`src/cvsup_pkg.sv`:
```
// Notes on behaviour
// - Host sets enable, setpoints, direction, thresholds
// - Trips latch off; only enable command clears
// - Out-of-limit setpoint or threshold trips latch
// - Operate only with both voltages in range
// - Direction change: ramp to zero, wait 30 ms
// - Constant current regulates low side current
// - Power loss while active, or on/off falling edge, latches off
// - Start only above both turn-on thresholds
// - Below turn-off threshold latches undervoltage
// - Restart needs voltages up and on/off high
// - Hysteresis: high side buck, low side boost
// - Default undervoltage thresholds until host programs
// - Enable honoured only while on/off high
// - On/off falling edge shuts down, latches
// - On/off rising edge alone never enables
// - Current setpoint 1 to 250 A, zero refused
// - Soft-start ramp on setpoint; live changes
// - Precharge masks high side undervoltage 200 ms
// - Readback positive in buck, negative boost
// - Voltage setpoint outside range refused
// - CV below ramped current reference, else constant current
package cvsup_pkg;
	localparam int unsigned VW          = 12;             // Voltage code width, 10 mV steps
	localparam int unsigned IW          = 8;              // Current code width, 1 A steps
	localparam int unsigned TW          = 8;              // Temperature code width, degC
	localparam logic [IW-1:0] ISP_MIN   = 8'h01;          // 1 A
	localparam logic [IW-1:0] ISP_MAX   = 8'hFA;          // 250 A
	localparam logic [VW-1:0] VSET_MIN  = 12'h0_258;      // 6 V
	localparam logic [VW-1:0] VSET_MAX  = 12'h0_910;      // Highest voltage set point code
	localparam logic [VW-1:0] UV_MIN    = 12'h0_258;      // Lowest programmable undervoltage
	localparam logic [VW-1:0] OV_MAX    = 12'h0_910;      // Highest programmable overvoltage
	localparam logic [TW-1:0] OT_MAX    = 8'h78;          // 120 degC
	localparam logic [VW-1:0] LO_UV_ON  = 12'h0_2BC;      // Default low side turn-on
	localparam logic [VW-1:0] LO_UV_OFF = 12'h0_258;      // Default low side turn-off
	localparam logic [VW-1:0] HI_UV_ON  = 12'h0_960;      // Default high side turn-on
	localparam logic [VW-1:0] HI_UV_OFF = 12'h0_8FC;      // Default high side turn-off
	localparam int unsigned CLK_HZ      = 40_000_000;     // sys_clk rate
	localparam int unsigned DIR_MS      = 30;             // Direction change delay
	localparam int unsigned PRE_MS      = 200;            // Precharge undervoltage mask
	localparam int unsigned DIR_CYC     = DIR_MS * (CLK_HZ / 1000);
	localparam int unsigned PRE_CYC     = PRE_MS * (CLK_HZ / 1000);
	localparam int unsigned RAMP_DIV    = 4000;           // Cycles per 1 A ramp step
	typedef enum logic [2:0] {
		CVSUP_OFF   = 3'b000,
		CVSUP_RUN   = 3'b001,
		CVSUP_RDOWN = 3'b010,
		CVSUP_WAIT  = 3'b011,
		CVSUP_STOP  = 3'b100
	} cvsup_state_e;
	localparam int unsigned FLT_UV    = 0;                // Fault bit positions
	localparam int unsigned FLT_OV    = 1;
	localparam int unsigned FLT_OT    = 2;
	localparam int unsigned FLT_LIM   = 3;
	localparam int unsigned FLT_ONOFF = 4;
	localparam int unsigned FLT_EXT   = 5;
	localparam int unsigned FW        = 6;
endpackage

```
`src/cvsup_sync.sv`:
```
`timescale 1ns/1ps
// Two-stage synchroniser for pin levels
module cvsup_sync #(
	parameter int unsigned N = 1
) (
	input  wire logic         sys_clk,
	input  wire logic         rst_n,
	input  wire logic [N-1:0] async_in,
	output logic      [N-1:0] sync_out
);
	logic [N-1:0] meta_ff; // First stage, read only by sync_out
	// First stage never feeds logic
	always_ff @(posedge sys_clk or negedge rst_n)
	begin
		if (!rst_n)
		begin
			meta_ff  <= '0;
			sync_out <= '0;
		end
		else
		begin
			meta_ff  <= async_in;
			sync_out <= meta_ff;
		end
	end
endmodule

```
`src/cvsup_ramp.sv`:
```
`timescale 1ns/1ps
// Soft-start ramp: steps the applied current one code toward target
module cvsup_ramp #(
	parameter int unsigned IW  = 8,
	parameter int unsigned DIV = 4000
) (
	input  wire logic          sys_clk,
	input  wire logic          rst_n,
	input  wire logic [IW-1:0] target,
	output logic      [IW-1:0] level_ff,
	output logic               at_target_ff
);
	logic [$clog2(DIV)-1:0] div_ff; // Step prescaler
	// Prescaler limits slew, keeping cable inductive drop low
	always_ff @(posedge sys_clk or negedge rst_n)
	begin
		if (!rst_n)
			div_ff <= '0;
		else if (div_ff == ($clog2(DIV))'(DIV - 1))
			div_ff <= '0;
		else
			div_ff <= div_ff + 1'b1;
	end
	// One step per prescaler wrap
	always_ff @(posedge sys_clk or negedge rst_n)
	begin
		if (!rst_n)
			level_ff <= '0;
		else if (div_ff == ($clog2(DIV))'(DIV - 1))
		begin
			if (level_ff < target)
				level_ff <= level_ff + 1'b1;
			else if (level_ff > target)
				level_ff <= level_ff - 1'b1;
		end
	end
	// Registered arrival flag
	always_ff @(posedge sys_clk or negedge rst_n)
	begin
		if (!rst_n)
			at_target_ff <= 1'b1;
		else
			at_target_ff <= (level_ff == target);
	end
endmodule

```
`src/cvsup_top.sv`:
```
`timescale 1ns/1ps
// Supervisory sequencer of the bidirectional converter
module cvsup_top #(
	parameter int unsigned DIR_CYC = cvsup_pkg::DIR_CYC,  // Direction change delay
	parameter int unsigned PRE_CYC = cvsup_pkg::PRE_CYC,  // Precharge mask window
	parameter int unsigned RAMP_DIV = cvsup_pkg::RAMP_DIV // Ramp slew prescaler
) (
	input  wire logic                          sys_clk,
	input  wire logic                          rst_n,
	// Command side
	input  wire logic                          cmd_enable,          // Enable pulse
	input  wire logic                          cmd_disable,         // Disable pulse
	input  wire logic                          cmd_write,           // Set point write pulse
	input  wire logic [cvsup_pkg::IW-1:0]      cmd_current_setpoint,
	input  wire logic [cvsup_pkg::VW-1:0]      cmd_voltage_setpoint,
	input  wire logic                          cmd_dir_boost,       // 0 buck, 1 boost
	input  wire logic                          cmd_precharge,
	input  wire logic                          cmd_uv_write,        // Undervoltage threshold write
	input  wire logic [cvsup_pkg::VW-1:0]      cmd_low_side_uv_on,
	input  wire logic [cvsup_pkg::VW-1:0]      cmd_low_side_uv_off,
	input  wire logic [cvsup_pkg::VW-1:0]      cmd_high_side_uv_on,
	input  wire logic [cvsup_pkg::VW-1:0]      cmd_high_side_uv_off,
	input  wire logic                          cmd_prot_write,      // OV / OT write
	input  wire logic [cvsup_pkg::VW-1:0]      cmd_ov_thresh,
	input  wire logic [cvsup_pkg::TW-1:0]      cmd_ot_thresh,
	// Pins and monitors
	input  wire logic                          onoff_pin,           // Remote on/off, async
	input  wire logic                          ext_power_ok,        // External bias, async
	input  wire logic [cvsup_pkg::VW-1:0]      low_side_v,
	input  wire logic [cvsup_pkg::VW-1:0]      high_side_v,
	input  wire logic [cvsup_pkg::IW-1:0]      low_side_i,          // Magnitude
	input  wire logic [cvsup_pkg::IW-1:0]      high_side_i,
	input  wire logic [cvsup_pkg::TW-1:0]      temp_c,
	// Status and power stage control
	output logic                               run_ff,              // Power stage enabled
	output logic                               boost_ff,            // Active direction
	output logic                               constant_current_mode_ff,
	output logic                               constant_voltage_mode_ff,
	output logic [cvsup_pkg::IW-1:0]           iref_ff,             // Ramped current reference
	output logic [cvsup_pkg::VW-1:0]           vref_ff,
	output logic                               latched_ff,
	output logic [cvsup_pkg::FW-1:0]           fault_ff,
	output logic signed [cvsup_pkg::IW:0]      low_side_rb_ff,
	output logic signed [cvsup_pkg::IW:0]      high_side_rb_ff
);
	localparam int unsigned CW = $clog2((DIR_CYC > PRE_CYC ? DIR_CYC : PRE_CYC) + 1);

	cvsup_pkg::cvsup_state_e st_ff, nxt_st; // Sequencer state
	logic [1:0]                     pins_s;     // Synchronised on/off and bias
	logic                           onoff_prev_ff; // For edge detect
	logic [cvsup_pkg::IW-1:0]       isp_ff;     // Accepted current set point
	logic                           dir_ff;     // Requested direction
	logic                           pre_ff;     // Precharge request
	logic [cvsup_pkg::VW-1:0]       lo_on_ff, lo_off_ff, hi_on_ff, hi_off_ff;
	logic [cvsup_pkg::VW-1:0]       ov_ff;
	logic [cvsup_pkg::TW-1:0]       ot_ff;
	logic [CW-1:0]                  wait_ff;    // Direction delay counter
	logic [CW-1:0]                  pre_cnt_ff; // Precharge mask counter
	logic [cvsup_pkg::IW-1:0]       ramp_tgt;
	logic [cvsup_pkg::IW-1:0]       ramp_lvl;
	logic                           ramp_done;
	logic [cvsup_pkg::FW-1:0]       trip;       // Fault causes this cycle
	logic                           enable_ok;
	logic                           lo_uv, hi_uv;

	// Window check used by the current and voltage set points
	function automatic logic in_lim(input logic [15:0] v, input logic [15:0] lo, input logic [15:0] hi);
		in_lim = (v >= lo) && (v <= hi);
	endfunction

	// Pins come from outside the clock domain
	cvsup_sync #(.N(2)) u_sync (
		.sys_clk  (sys_clk),
		.rst_n    (rst_n),
		.async_in ({ext_power_ok, onoff_pin}),
		.sync_out (pins_s)
	);

	// Ramp target drops to zero whenever the stage must not push current
	assign ramp_tgt = (st_ff == cvsup_pkg::CVSUP_RUN) ? isp_ff : '0;

	cvsup_ramp #(.IW(cvsup_pkg::IW), .DIV(RAMP_DIV)) u_ramp (
		.sys_clk      (sys_clk),
		.rst_n        (rst_n),
		.target       (ramp_tgt),
		.level_ff     (ramp_lvl),
		.at_target_ff (ramp_done)
	);

	// Previous on/off level, for the falling edge
	always_ff @(posedge sys_clk or negedge rst_n)
	begin
		if (!rst_n)
			onoff_prev_ff <= 1'b0;
		else
			onoff_prev_ff <= pins_s[0];
	end

	// Set points; live changes allowed, host owns the values
	always_ff @(posedge sys_clk or negedge rst_n)
	begin
		if (!rst_n)
		begin
			isp_ff  <= '0;
			vref_ff <= '0;
			dir_ff  <= 1'b0;
			pre_ff  <= 1'b0;
		end
		else if (cmd_write)
		begin
			isp_ff  <= cmd_current_setpoint;
			vref_ff <= cmd_voltage_setpoint;
			dir_ff  <= cmd_dir_boost;
			pre_ff  <= cmd_precharge;
		end
	end

	// Thresholds start at defaults so an unprogrammed unit still protects
	always_ff @(posedge sys_clk or negedge rst_n)
	begin
		if (!rst_n)
		begin
			lo_on_ff  <= cvsup_pkg::LO_UV_ON;
			lo_off_ff <= cvsup_pkg::LO_UV_OFF;
			hi_on_ff  <= cvsup_pkg::HI_UV_ON;
			hi_off_ff <= cvsup_pkg::HI_UV_OFF;
		end
		else if (cmd_uv_write)
		begin
			lo_on_ff  <= cmd_low_side_uv_on;
			lo_off_ff <= cmd_low_side_uv_off;
			hi_on_ff  <= cmd_high_side_uv_on;
			hi_off_ff <= cmd_high_side_uv_off;
		end
	end

	// Over-voltage and over-temperature thresholds
	always_ff @(posedge sys_clk or negedge rst_n)
	begin
		if (!rst_n)
		begin
			ov_ff <= cvsup_pkg::OV_MAX;
			ot_ff <= cvsup_pkg::OT_MAX;
		end
		else if (cmd_prot_write)
		begin
			ov_ff <= cmd_ov_thresh;
			ot_ff <= cmd_ot_thresh;
		end
	end

	// Hysteresis: the input-side rail uses the lower turn-off level
	always_comb
	begin
		lo_uv = boost_ff ? (low_side_v < lo_off_ff) : (low_side_v < lo_on_ff);
		hi_uv = boost_ff ? (high_side_v < hi_on_ff) : (high_side_v < hi_off_ff);
		if (pre_cnt_ff != '0)
			hi_uv = 1'b0;
	end

	// Fault causes; rails, temperature and bias checked only while running or sequencing
	always_comb
	begin
		trip = '0;
		if (st_ff != cvsup_pkg::CVSUP_OFF && st_ff != cvsup_pkg::CVSUP_STOP)
		begin
			trip[cvsup_pkg::FLT_UV]    = lo_uv || hi_uv;
			trip[cvsup_pkg::FLT_OV]    = (low_side_v > ov_ff) || (high_side_v > ov_ff);
			trip[cvsup_pkg::FLT_OT]    = temp_c > ot_ff;
			trip[cvsup_pkg::FLT_ONOFF] = onoff_prev_ff && !pins_s[0];
			trip[cvsup_pkg::FLT_EXT]   = !pins_s[1];
		end
		else
			trip[cvsup_pkg::FLT_ONOFF] = onoff_prev_ff && !pins_s[0];
		trip[cvsup_pkg::FLT_LIM] = !in_lim(16'(isp_ff), 16'(cvsup_pkg::ISP_MIN), 16'(cvsup_pkg::ISP_MAX))
			|| !in_lim(16'(vref_ff), 16'(cvsup_pkg::VSET_MIN), 16'(cvsup_pkg::VSET_MAX))
			|| (lo_off_ff < cvsup_pkg::UV_MIN) || (hi_off_ff < cvsup_pkg::UV_MIN)
			|| (ov_ff > cvsup_pkg::OV_MAX) || (ot_ff > cvsup_pkg::OT_MAX);
		if (st_ff == cvsup_pkg::CVSUP_OFF && !enable_ok)
			trip[cvsup_pkg::FLT_LIM] = 1'b0; // Ignored only while idle without an enable
	end

	// Start needs on/off high, bias, both rails above turn-on
	assign enable_ok = cmd_enable && pins_s[0] && pins_s[1]
		&& (low_side_v >= lo_on_ff) && (high_side_v >= hi_on_ff);

	// Sequencer next state
	always_comb
	begin
		nxt_st = st_ff;
		case (st_ff)
			cvsup_pkg::CVSUP_OFF:
				if (enable_ok && trip == '0)
					nxt_st = cvsup_pkg::CVSUP_RUN;
			cvsup_pkg::CVSUP_RUN:
				if (trip != '0)
					nxt_st = cvsup_pkg::CVSUP_STOP;
				else if (cmd_disable)
					nxt_st = cvsup_pkg::CVSUP_OFF;
				else if (dir_ff != boost_ff)
					nxt_st = cvsup_pkg::CVSUP_RDOWN;
			cvsup_pkg::CVSUP_RDOWN:
				if (trip != '0)
					nxt_st = cvsup_pkg::CVSUP_STOP;
				else if (ramp_lvl == '0)
					nxt_st = cvsup_pkg::CVSUP_WAIT;
			cvsup_pkg::CVSUP_WAIT:
				if (trip != '0)
					nxt_st = cvsup_pkg::CVSUP_STOP;
				else if (wait_ff == CW'(DIR_CYC - 1))
					nxt_st = cvsup_pkg::CVSUP_RUN;
			cvsup_pkg::CVSUP_STOP:
				if (enable_ok)
					nxt_st = cvsup_pkg::CVSUP_OFF;
			default:
				nxt_st = cvsup_pkg::CVSUP_STOP;
		endcase
		if (st_ff == cvsup_pkg::CVSUP_OFF && trip != '0)
			nxt_st = cvsup_pkg::CVSUP_STOP;
	end

	// State register
	always_ff @(posedge sys_clk or negedge rst_n)
	begin
		if (!rst_n)
			st_ff <= cvsup_pkg::CVSUP_OFF;
		else
			st_ff <= nxt_st;
	end

	// Direction delay counter
	always_ff @(posedge sys_clk or negedge rst_n)
	begin
		if (!rst_n)
			wait_ff <= '0;
		else if (st_ff == cvsup_pkg::CVSUP_WAIT)
			wait_ff <= wait_ff + 1'b1;
		else
			wait_ff <= '0;
	end

	// Precharge mask armed on each entry into run while precharge is requested
	always_ff @(posedge sys_clk or negedge rst_n)
	begin
		if (!rst_n)
			pre_cnt_ff <= '0;
		else if (nxt_st == cvsup_pkg::CVSUP_RUN && st_ff != cvsup_pkg::CVSUP_RUN && pre_ff)
			pre_cnt_ff <= CW'(PRE_CYC);
		else if (pre_cnt_ff != '0)
			pre_cnt_ff <= pre_cnt_ff - 1'b1;
	end

	// Active direction changes only while stopped from pushing current
	always_ff @(posedge sys_clk or negedge rst_n)
	begin
		if (!rst_n)
			boost_ff <= 1'b0;
		else if (st_ff != cvsup_pkg::CVSUP_RUN && st_ff != cvsup_pkg::CVSUP_RDOWN)
			boost_ff <= dir_ff;
	end

	// Power stage enable and ramped reference
	always_ff @(posedge sys_clk or negedge rst_n)
	begin
		if (!rst_n)
		begin
			run_ff  <= 1'b0;
			iref_ff <= '0;
		end
		else
		begin
			run_ff  <= (nxt_st == cvsup_pkg::CVSUP_RUN) || (nxt_st == cvsup_pkg::CVSUP_RDOWN);
			iref_ff <= ramp_lvl;
		end
	end

	// Regulation mode: current limit whenever load meets the ramped reference while running
	always_ff @(posedge sys_clk or negedge rst_n)
	begin
		if (!rst_n)
		begin
			constant_current_mode_ff <= 1'b0;
			constant_voltage_mode_ff <= 1'b0;
		end
		else
		begin
			constant_current_mode_ff <= run_ff && (low_side_i >= iref_ff);
			constant_voltage_mode_ff <= run_ff && (low_side_i < iref_ff);
		end
	end

	// Fault latch: a new trip wins over the clearing enable
	always_ff @(posedge sys_clk or negedge rst_n)
	begin
		if (!rst_n)
		begin
			fault_ff   <= '0;
			latched_ff <= 1'b0;
		end
		else if (trip != '0)
		begin
			fault_ff   <= fault_ff | trip;
			latched_ff <= 1'b1;
		end
		else if (st_ff == cvsup_pkg::CVSUP_STOP && enable_ok)
		begin
			fault_ff   <= '0;
			latched_ff <= 1'b0;
		end
	end

	// Signed readback, sign follows direction
	always_ff @(posedge sys_clk or negedge rst_n)
	begin
		if (!rst_n)
		begin
			low_side_rb_ff  <= '0;
			high_side_rb_ff <= '0;
		end
		else
		begin
			low_side_rb_ff  <= boost_ff ? -$signed({1'b0, low_side_i}) : $signed({1'b0, low_side_i});
			high_side_rb_ff <= boost_ff ? -$signed({1'b0, high_side_i}) : $signed({1'b0, high_side_i});
		end
	end
	// Command and status ports stand in for the undocumented messages
endmodule

```
`config.mk`:
```
export PLATFORM = sky130hd
export DESIGN_NAME = cvsup_top
export DESIGN_NICKNAME = d
export VERILOG_FILES = /design/src/cvsup_pkg.sv /design/src/cvsup_sync.sv /design/src/cvsup_ramp.sv /design/src/cvsup_top.sv
export SDC_FILE = /design/constraint.sdc
export NUM_CORES = 1
export LEC_CHECK = 0
export CORE_MARGIN = 4
export CORE_UTILIZATION = 42
export DETAILED_ROUTE_END_ITERATION = 7
export DONT_BUFFER_PORTS = 1
export GPL_TIMING_DRIVEN = 1
export SKIP_CTS_REPAIR_TIMING = 1
export SLEW_MARGIN = 0
export SYNTH_ARGS = -nofsm -noshare
export SYNTH_HDL_FRONTEND = slang
export SYNTH_HIERARCHICAL = 1
export SYNTH_SLANG_ARGS = --single-unit
export TNS_END_PERCENT = 10
```
`constraint.sdc`:
```
create_clock -name sys_clk -period 5 [get_ports sys_clk]
set_input_delay 1 -clock sys_clk [delete_from_list [all_inputs] [get_ports sys_clk]]
set_output_delay 1 -clock sys_clk [all_outputs]
set_load 0.05 [all_outputs]
```
==> summary.md, run 1 <==
| Metric | Value |
|---|---|
| Fmax | `279 MHz` |
| Core area | `26000 um^2` |
| Peak supply drop | `0.251 mV` |
| Post-Syn Nets | `1369` |
| # DRC | `0` |
| Worst Hold Class | `in -> async` |
| Worst-path fanout max | `10` |
| DRT Pass-1 Iters | `5` |
| # IOs | `196` |
| Routed vias | `7983` |
| CP Capture Type | `flip-flop` |
| Cell Pwr Density | `345 nW/um^2` |
| CTS Buf Count | `24` |
| Vias in the first global route | `8065` |
| # rows | `59` |
| Register Area | `5060 um^2` |
| Mean Syn Cell Area | `9.90 um^2` |
| Final nets | `1370` |
| Antenna Nets Post-Route | `0` |
| Yosys warns | `6` |
| Share of layout cells above drive strength 1 | `10.1%` |
| Worst setup margin | `1.41 ns` |
| # setup viols final | `0` |
| Chip width | `170 um` |
| Tot GR Track Use | `17.9%` |
| GR Util met1 | `23.8%` |
| Most common cell after layout, fill and taps aside | `dfrtp_1` |
| Fillers | `2435` |
| CTS clk-pin slew, worst paths | `0.06 ns` |
| Initial antenna violation count | `5` |
| Skew-Pair Late Insertion Delay | `0.51 ns` |
| CTS tree | `built` |
| Busiest grt layer | `met2` |
| Worst slack, placed | `1.18 ns` |
| Post-Place Cells | `1425` |
| Die ar. | `29000 um^2` |
| Clk buf depth | `3` |
| CP Class | `reg -> reg` |
| Worst slew pin tran | `0.924 ns` |
| Worst EP required | `5.38 ns` |
| Post-Syn Area | `11000 um^2` |
| Overflow after GRT | `0` |
| Routed vias/inst | `5.43` |
| Initial core utilization | `42.5%` |
| Slew headroom | `38.2%` |
| Cell count after synthesis | `1115` |
| RSZ-0062 raised after global routing | `no` |
| Worst Clk Skew | `0.00854 ns` |
| Final Instance Count excl. Fillers | `1470` |
| First-pass GRT wire length | `42.3 mm` |
| Crit start category | `flip-flop` |
| Root Buffer | `clkbuf_16` |
| Multi-input logic area | `5470 um^2` |
| Largest net degree at the start of global routing | `202` |
| Post-DP HPWL | `19.4 mm` |
| WL/cell | `17.6 um` |
| Min cycle time layout | `3.59 ns` |
| Max H-tree Level | `1` |
| Final Cycle Share | `71.8%` |
| Die height | `170 um` |
| M3 GR Usage | `5.39%` |
| Worst hold slack | `0.188 ns` |
| Met2 Usage GRT | `28.2%` |
| Commonest non-fill, non-tap cells in the layout | `dfrtp_1, nand2_1, ha_1` |
| Port Buf Inserts | `0` |
| Status | `finished, final reports clean` |
| Hold Fails Final Rpt | `0` |
| Detailed Route WL | `25.9 mm` |
| Routability Congestion | `0.830` |
| Setup_tns | `0 ns` |
| Maxcap violations | `0` |
| Syn-to-layout area delta | `10.7%` |
| Leak | `5.32 nW` |
| Crit path arrival time | `3.97 ns` |
| Clk sinks | `201` |
| 1st-iter DRT viols | `426` |
| Max Slew Vio Count | `0` |
==> path summary, 6_finish.rpt <==
path	startpoint	end	slack [ns]	cells after the start
min	rst_n	hi_on_ff[3]	0.19	0
max	st_ff[0]	u_ramp/level_ff[6]	1.41	16
max in group asynchronous	rst_n	lo_off_ff[4]	4.41	0
min in group sys_clk	u_sync/meta_ff[0]	u_sync/sync_out[0]	0.34	0
min reg2reg	u_sync/meta_ff[0]	u_sync/sync_out[0]	0.34	0
max reg2reg	st_ff[0]	u_ramp/level_ff[6]	1.41	16
==> registers in the layout, indices dropped and copies added (netlist names), 9 cells and up <==
register         count
hi_on_ff            12
hi_off_ff           12
u_ramp/div_ff       12
vref_ff             12
ov_ff               12
lo_off_ff           12
low_side_rb_ff       9
high_side_rb_ff      9
lo_on_ff            12
pre_cnt_ff          23
wait_ff             23
==> metrics by stage <==
step | area (um^2) | total power, mW | util (%)
final | 12200 | 4.21 | 47.0
after floorplan | 11000 | 2.28 | -
after global placement | 11400 | 2.37 | 43.7
after detailed placement | 11400 | 2.39 | 43.7
after global routing | 12200 | 4.41 | 47.0
after CTS | 12200 | 4.27 | 47.0
==> report_power, final <==
part | switching [mW] | internal [mW]
registers | 0.216 | 1.75
logic | 0.206 | 0.180
clock network | 0.675 | 1.18
==> critical path, cell delays in order, from the launching register on <==
cell and delay (ns):
dfrtp_1 0.47, nor3b_1 0.22, buf_4 0.19, and2_1 0.13
inv_1 0.04, ha_1 0.29, nor2b_1 0.13, o211ai_1 0.20
a21o_1 0.17, nand2_1 0.23, fa_1 0.47, a21o_1 0.17
a21oi_1 0.21, o21bai_1 0.09, a21oi_1 0.18, xor2_1 0.16
o21ai_1 0.07
==> area by class of cell <==
cell class,instances,area share [%]
Sequential cell,201,41.4
Clock inverter,9,1.24
Clock buffer,35,5.75
Multi-Input combinational cell,782,44.7
Antenna cell,1,0.0205
Timing Repair Buffer,4,0.246
Tap cell,335,3.43
Inverter,103,3.16
==> metal layers <==
layer / share of wire, % / up-vias
li1: - / 3905
met4: 3.0 / 8
met2: 45 / 190
met3: 7.2 / 52
met5: 0.16 / -
met1: 45 / 3828
Power figures use the tool's default switching activity.
==> run 2, diff against run 1 <==
==> constraint.sdc (replaced) <==
create_clock -name sys_clk -period 3.6 [get_ports sys_clk]
set_input_delay 0.72 -clock sys_clk [delete_from_list [all_inputs] [get_ports sys_clk]]
set_output_delay 0.72 -clock sys_clk [all_outputs]
set_load 0.05 [all_outputs]
==> run 2 against run 1 <==
  * Combinational power increased by 36%
  * Design area grew 0.35%
  * Largest power group unchanged
  * The flow now finishes with violations (hold timing)
  * Cell count grew 0.41%
  * Largest cell class unchanged
  * Highest routed layer unchanged
==> summary.md, run 2 (synthesized netlist as in run 1, its figures left out) <==
| Metric | Value |
|---|---|
| Initial antenna violation count | `4 (-1)` |
| Worst slew pin tran | `0.675 ns (-0.249 ns)` |
| Hold Fails Final Rpt | `173 (+173)` |
| Largest net degree at the start of global routing | `202 (unchanged)` |
| Leak | `5.34 nW (+0.48%)` |
| Port Buf Inserts | `0 (unchanged)` |
| Skew-Pair Late Insertion Delay | `0.53 ns (+0.02 ns)` |
| Final nets | `1376 (+0.44%)` |
| Reg2Reg Setup Slack | `0.27 ns (-1.14 ns)` |
| Die height | `170 um (unchanged)` |
| Initial core utilization | `42.5% (unchanged)` |
| Max Slew Vio Count | `0 (unchanged)` |
| Syn-to-layout area delta | `11.1%` |
| Routed vias/inst | `5.37 (-1.1%)` |
| Worst-path fanout max | `10 (unchanged)` |
| Final Cycle Share | `92.5% (+21 points)` |
| CP Capture Type | `flip-flop` |
| Failing checks | `hold timing` |
| Status | `complete, but fails checks` |
| Commonest non-fill, non-tap cells in the layout | `dfrtp_1, nand2_1, ha_1` |
| First-pass GRT wire length | `40.9 mm (-3.4%)` |
| Die ar. | `29000 um^2 (unchanged)` |
| Worst Clk Skew | `0.0222 ns (+0.0136 ns)` |
| 1st-iter DRT viols | `412 (-3.3%)` |
| Vias in the first global route | `7825 (-3.0%)` |
| Routed vias | `7924 (-0.74%)` |
| Crit path arrival time | `3.72 ns (-0.25 ns)` |
| Chip width | `170 um (unchanged)` |
| Fillers | `2451 (+0.66%)` |
| Peak supply drop | `0.488 mV (+94%)` |
| Final Instance Count excl. Fillers | `1476 (+0.41%)` |
| WL/cell | `17.2 um (-2.4%)` |
| Crit start category | `flip-flop` |
| Core area | `26000 um^2 (unchanged)` |
| Fmax | `300 MHz (+7.8%)` |
| Worst hold slack | `-0.109 ns (-0.297 ns)` |
| # rows | `59 (unchanged)` |
| # DRC | `0 (unchanged)` |
| Multi-input logic area | `5470 um^2 (about the same)` |
| CP Class | `reg -> reg` |
| Overflow after GRT | `0 (unchanged)` |
| Biggest regs | `pre_cnt_ff x23, wait_ff x23` |
| CTS clk-pin slew, worst paths | `0.06 ns (about the same)` |
| Design area | `12300 um^2 (+0.35%)` |
| Min cycle time layout | `3.33 ns (-0.260 ns)` |
| Worst Hold Class | `in -> async` |
| CTS tree | `built` |
| Most common cell after layout, fill and taps aside | `dfrtp_1` |
| Power Total | `5.83 mW (+38%)` |
| Detailed Route WL | `25.3 mm (-2.0%)` |
| # setup viols final | `0 (unchanged)` |
| Maxcap violations | `0 (unchanged)` |
| Register Area | `5060 um^2 (unchanged)` |
| Clk sinks | `201 (unchanged)` |
| Post-DP HPWL | `19.1 mm (-1.4%)` |
| Max H-tree Level | `1 (unchanged)` |
| Clk buf depth | `3 (unchanged)` |
| Post-Place Cells | `1431 (+0.42%)` |
| Area after DPL | `11400 um^2 (+0.40%)` |
| Tot GR Track Use | `17.3% (-0.57 points)` |
| Root Buffer | `clkbuf_16` |
| RSZ-0062 raised after global routing | `no` |
| CTS Buf Count | `24 (unchanged)` |
| Slew headroom | `55.0% (+17 points)` |
| Cell Pwr Density | `476 nW/um^2 (+38%)` |
| # IOs | `196 (unchanged)` |
| Share of layout cells above drive strength 1 | `10.8% (+0.65 points)` |
| Setup_tns | `0 ns (unchanged)` |
| Antenna Nets Post-Route | `0 (unchanged)` |
| Worst EP required | `3.99 ns (-1.39 ns)` |
| DRT Pass-1 Iters | `5 (unchanged)` |
| Routability Congestion | `0.841 (+1.3%)` |
## run 2: final timing paths
check	startpoint	end	cells past startpoint
max	st_ff[1]	u_ramp/level_ff[6]	16
min	rst_n	hi_on_ff[2]	0
max reg2reg	st_ff[1]	u_ramp/level_ff[6]	16
min reg2reg	u_sync/meta_ff[1]	u_sync/sync_out[1]	0
max in group asynchronous	rst_n	lo_on_ff[7]	0
min in group sys_clk	low_side_i[0]	low_side_rb_ff[0]	0
## run 2: metal layers
layer	part of all wire, %	vias up	wire (um)	GRT usage [%]
li1	-	3929	-	-
met1	46	3762	11600	23.8
met2	45	184	11500	27.3
met3	5.8	45	1480	4.37
met4	2.7	4	692	4.97
met5	0.079	-	20	0
## run 2: power breakdown
group / internal [mW] / leakage, nW / switching [mW] / total (mW)
combinational: 0.249 / 2.55 / 0.277 / 0.526
clock: 1.60 / 0.410 / 0.969 / 2.57
sequential: 2.44 / 2.38 / 0.299 / 2.74
## run 2: per-stage QoR
stage,worst slack (ns),util (%)
after floorplan,0.0726,-
after global placement,0.241,43.9
after detailed placement,0.178,43.9
after CTS,0.167,47.2
after global routing,0.0250,47.2
final,0.270,47.2
## run 2: critical path, stage by stage (launching register included)
cell and delay [ns]:
dfrtp_1 0.37, nor3b_1 0.19, buf_4 0.18, and2_1 0.13, inv_1 0.04, ha_1 0.29
nor2b_1 0.13, o211ai_1 0.20, a21o_1 0.19, nand2_2 0.15, fa_1 0.43, a21o_1 0.18
a21oi_1 0.22, o21bai_1 0.09, a21oi_1 0.18, xor2_1 0.17, o21ai_1 0.08
## run 2: final cells by class
class,instances,share of cell area [%]
multi-input combinational,782,44.6
inverter,103,3.15
clock buffer,33,5.50
tap,335,3.42
sequential,201,41.3
antenna,1,0.0204
timing repair buffer,10,0.612
clock inverter,11,1.43
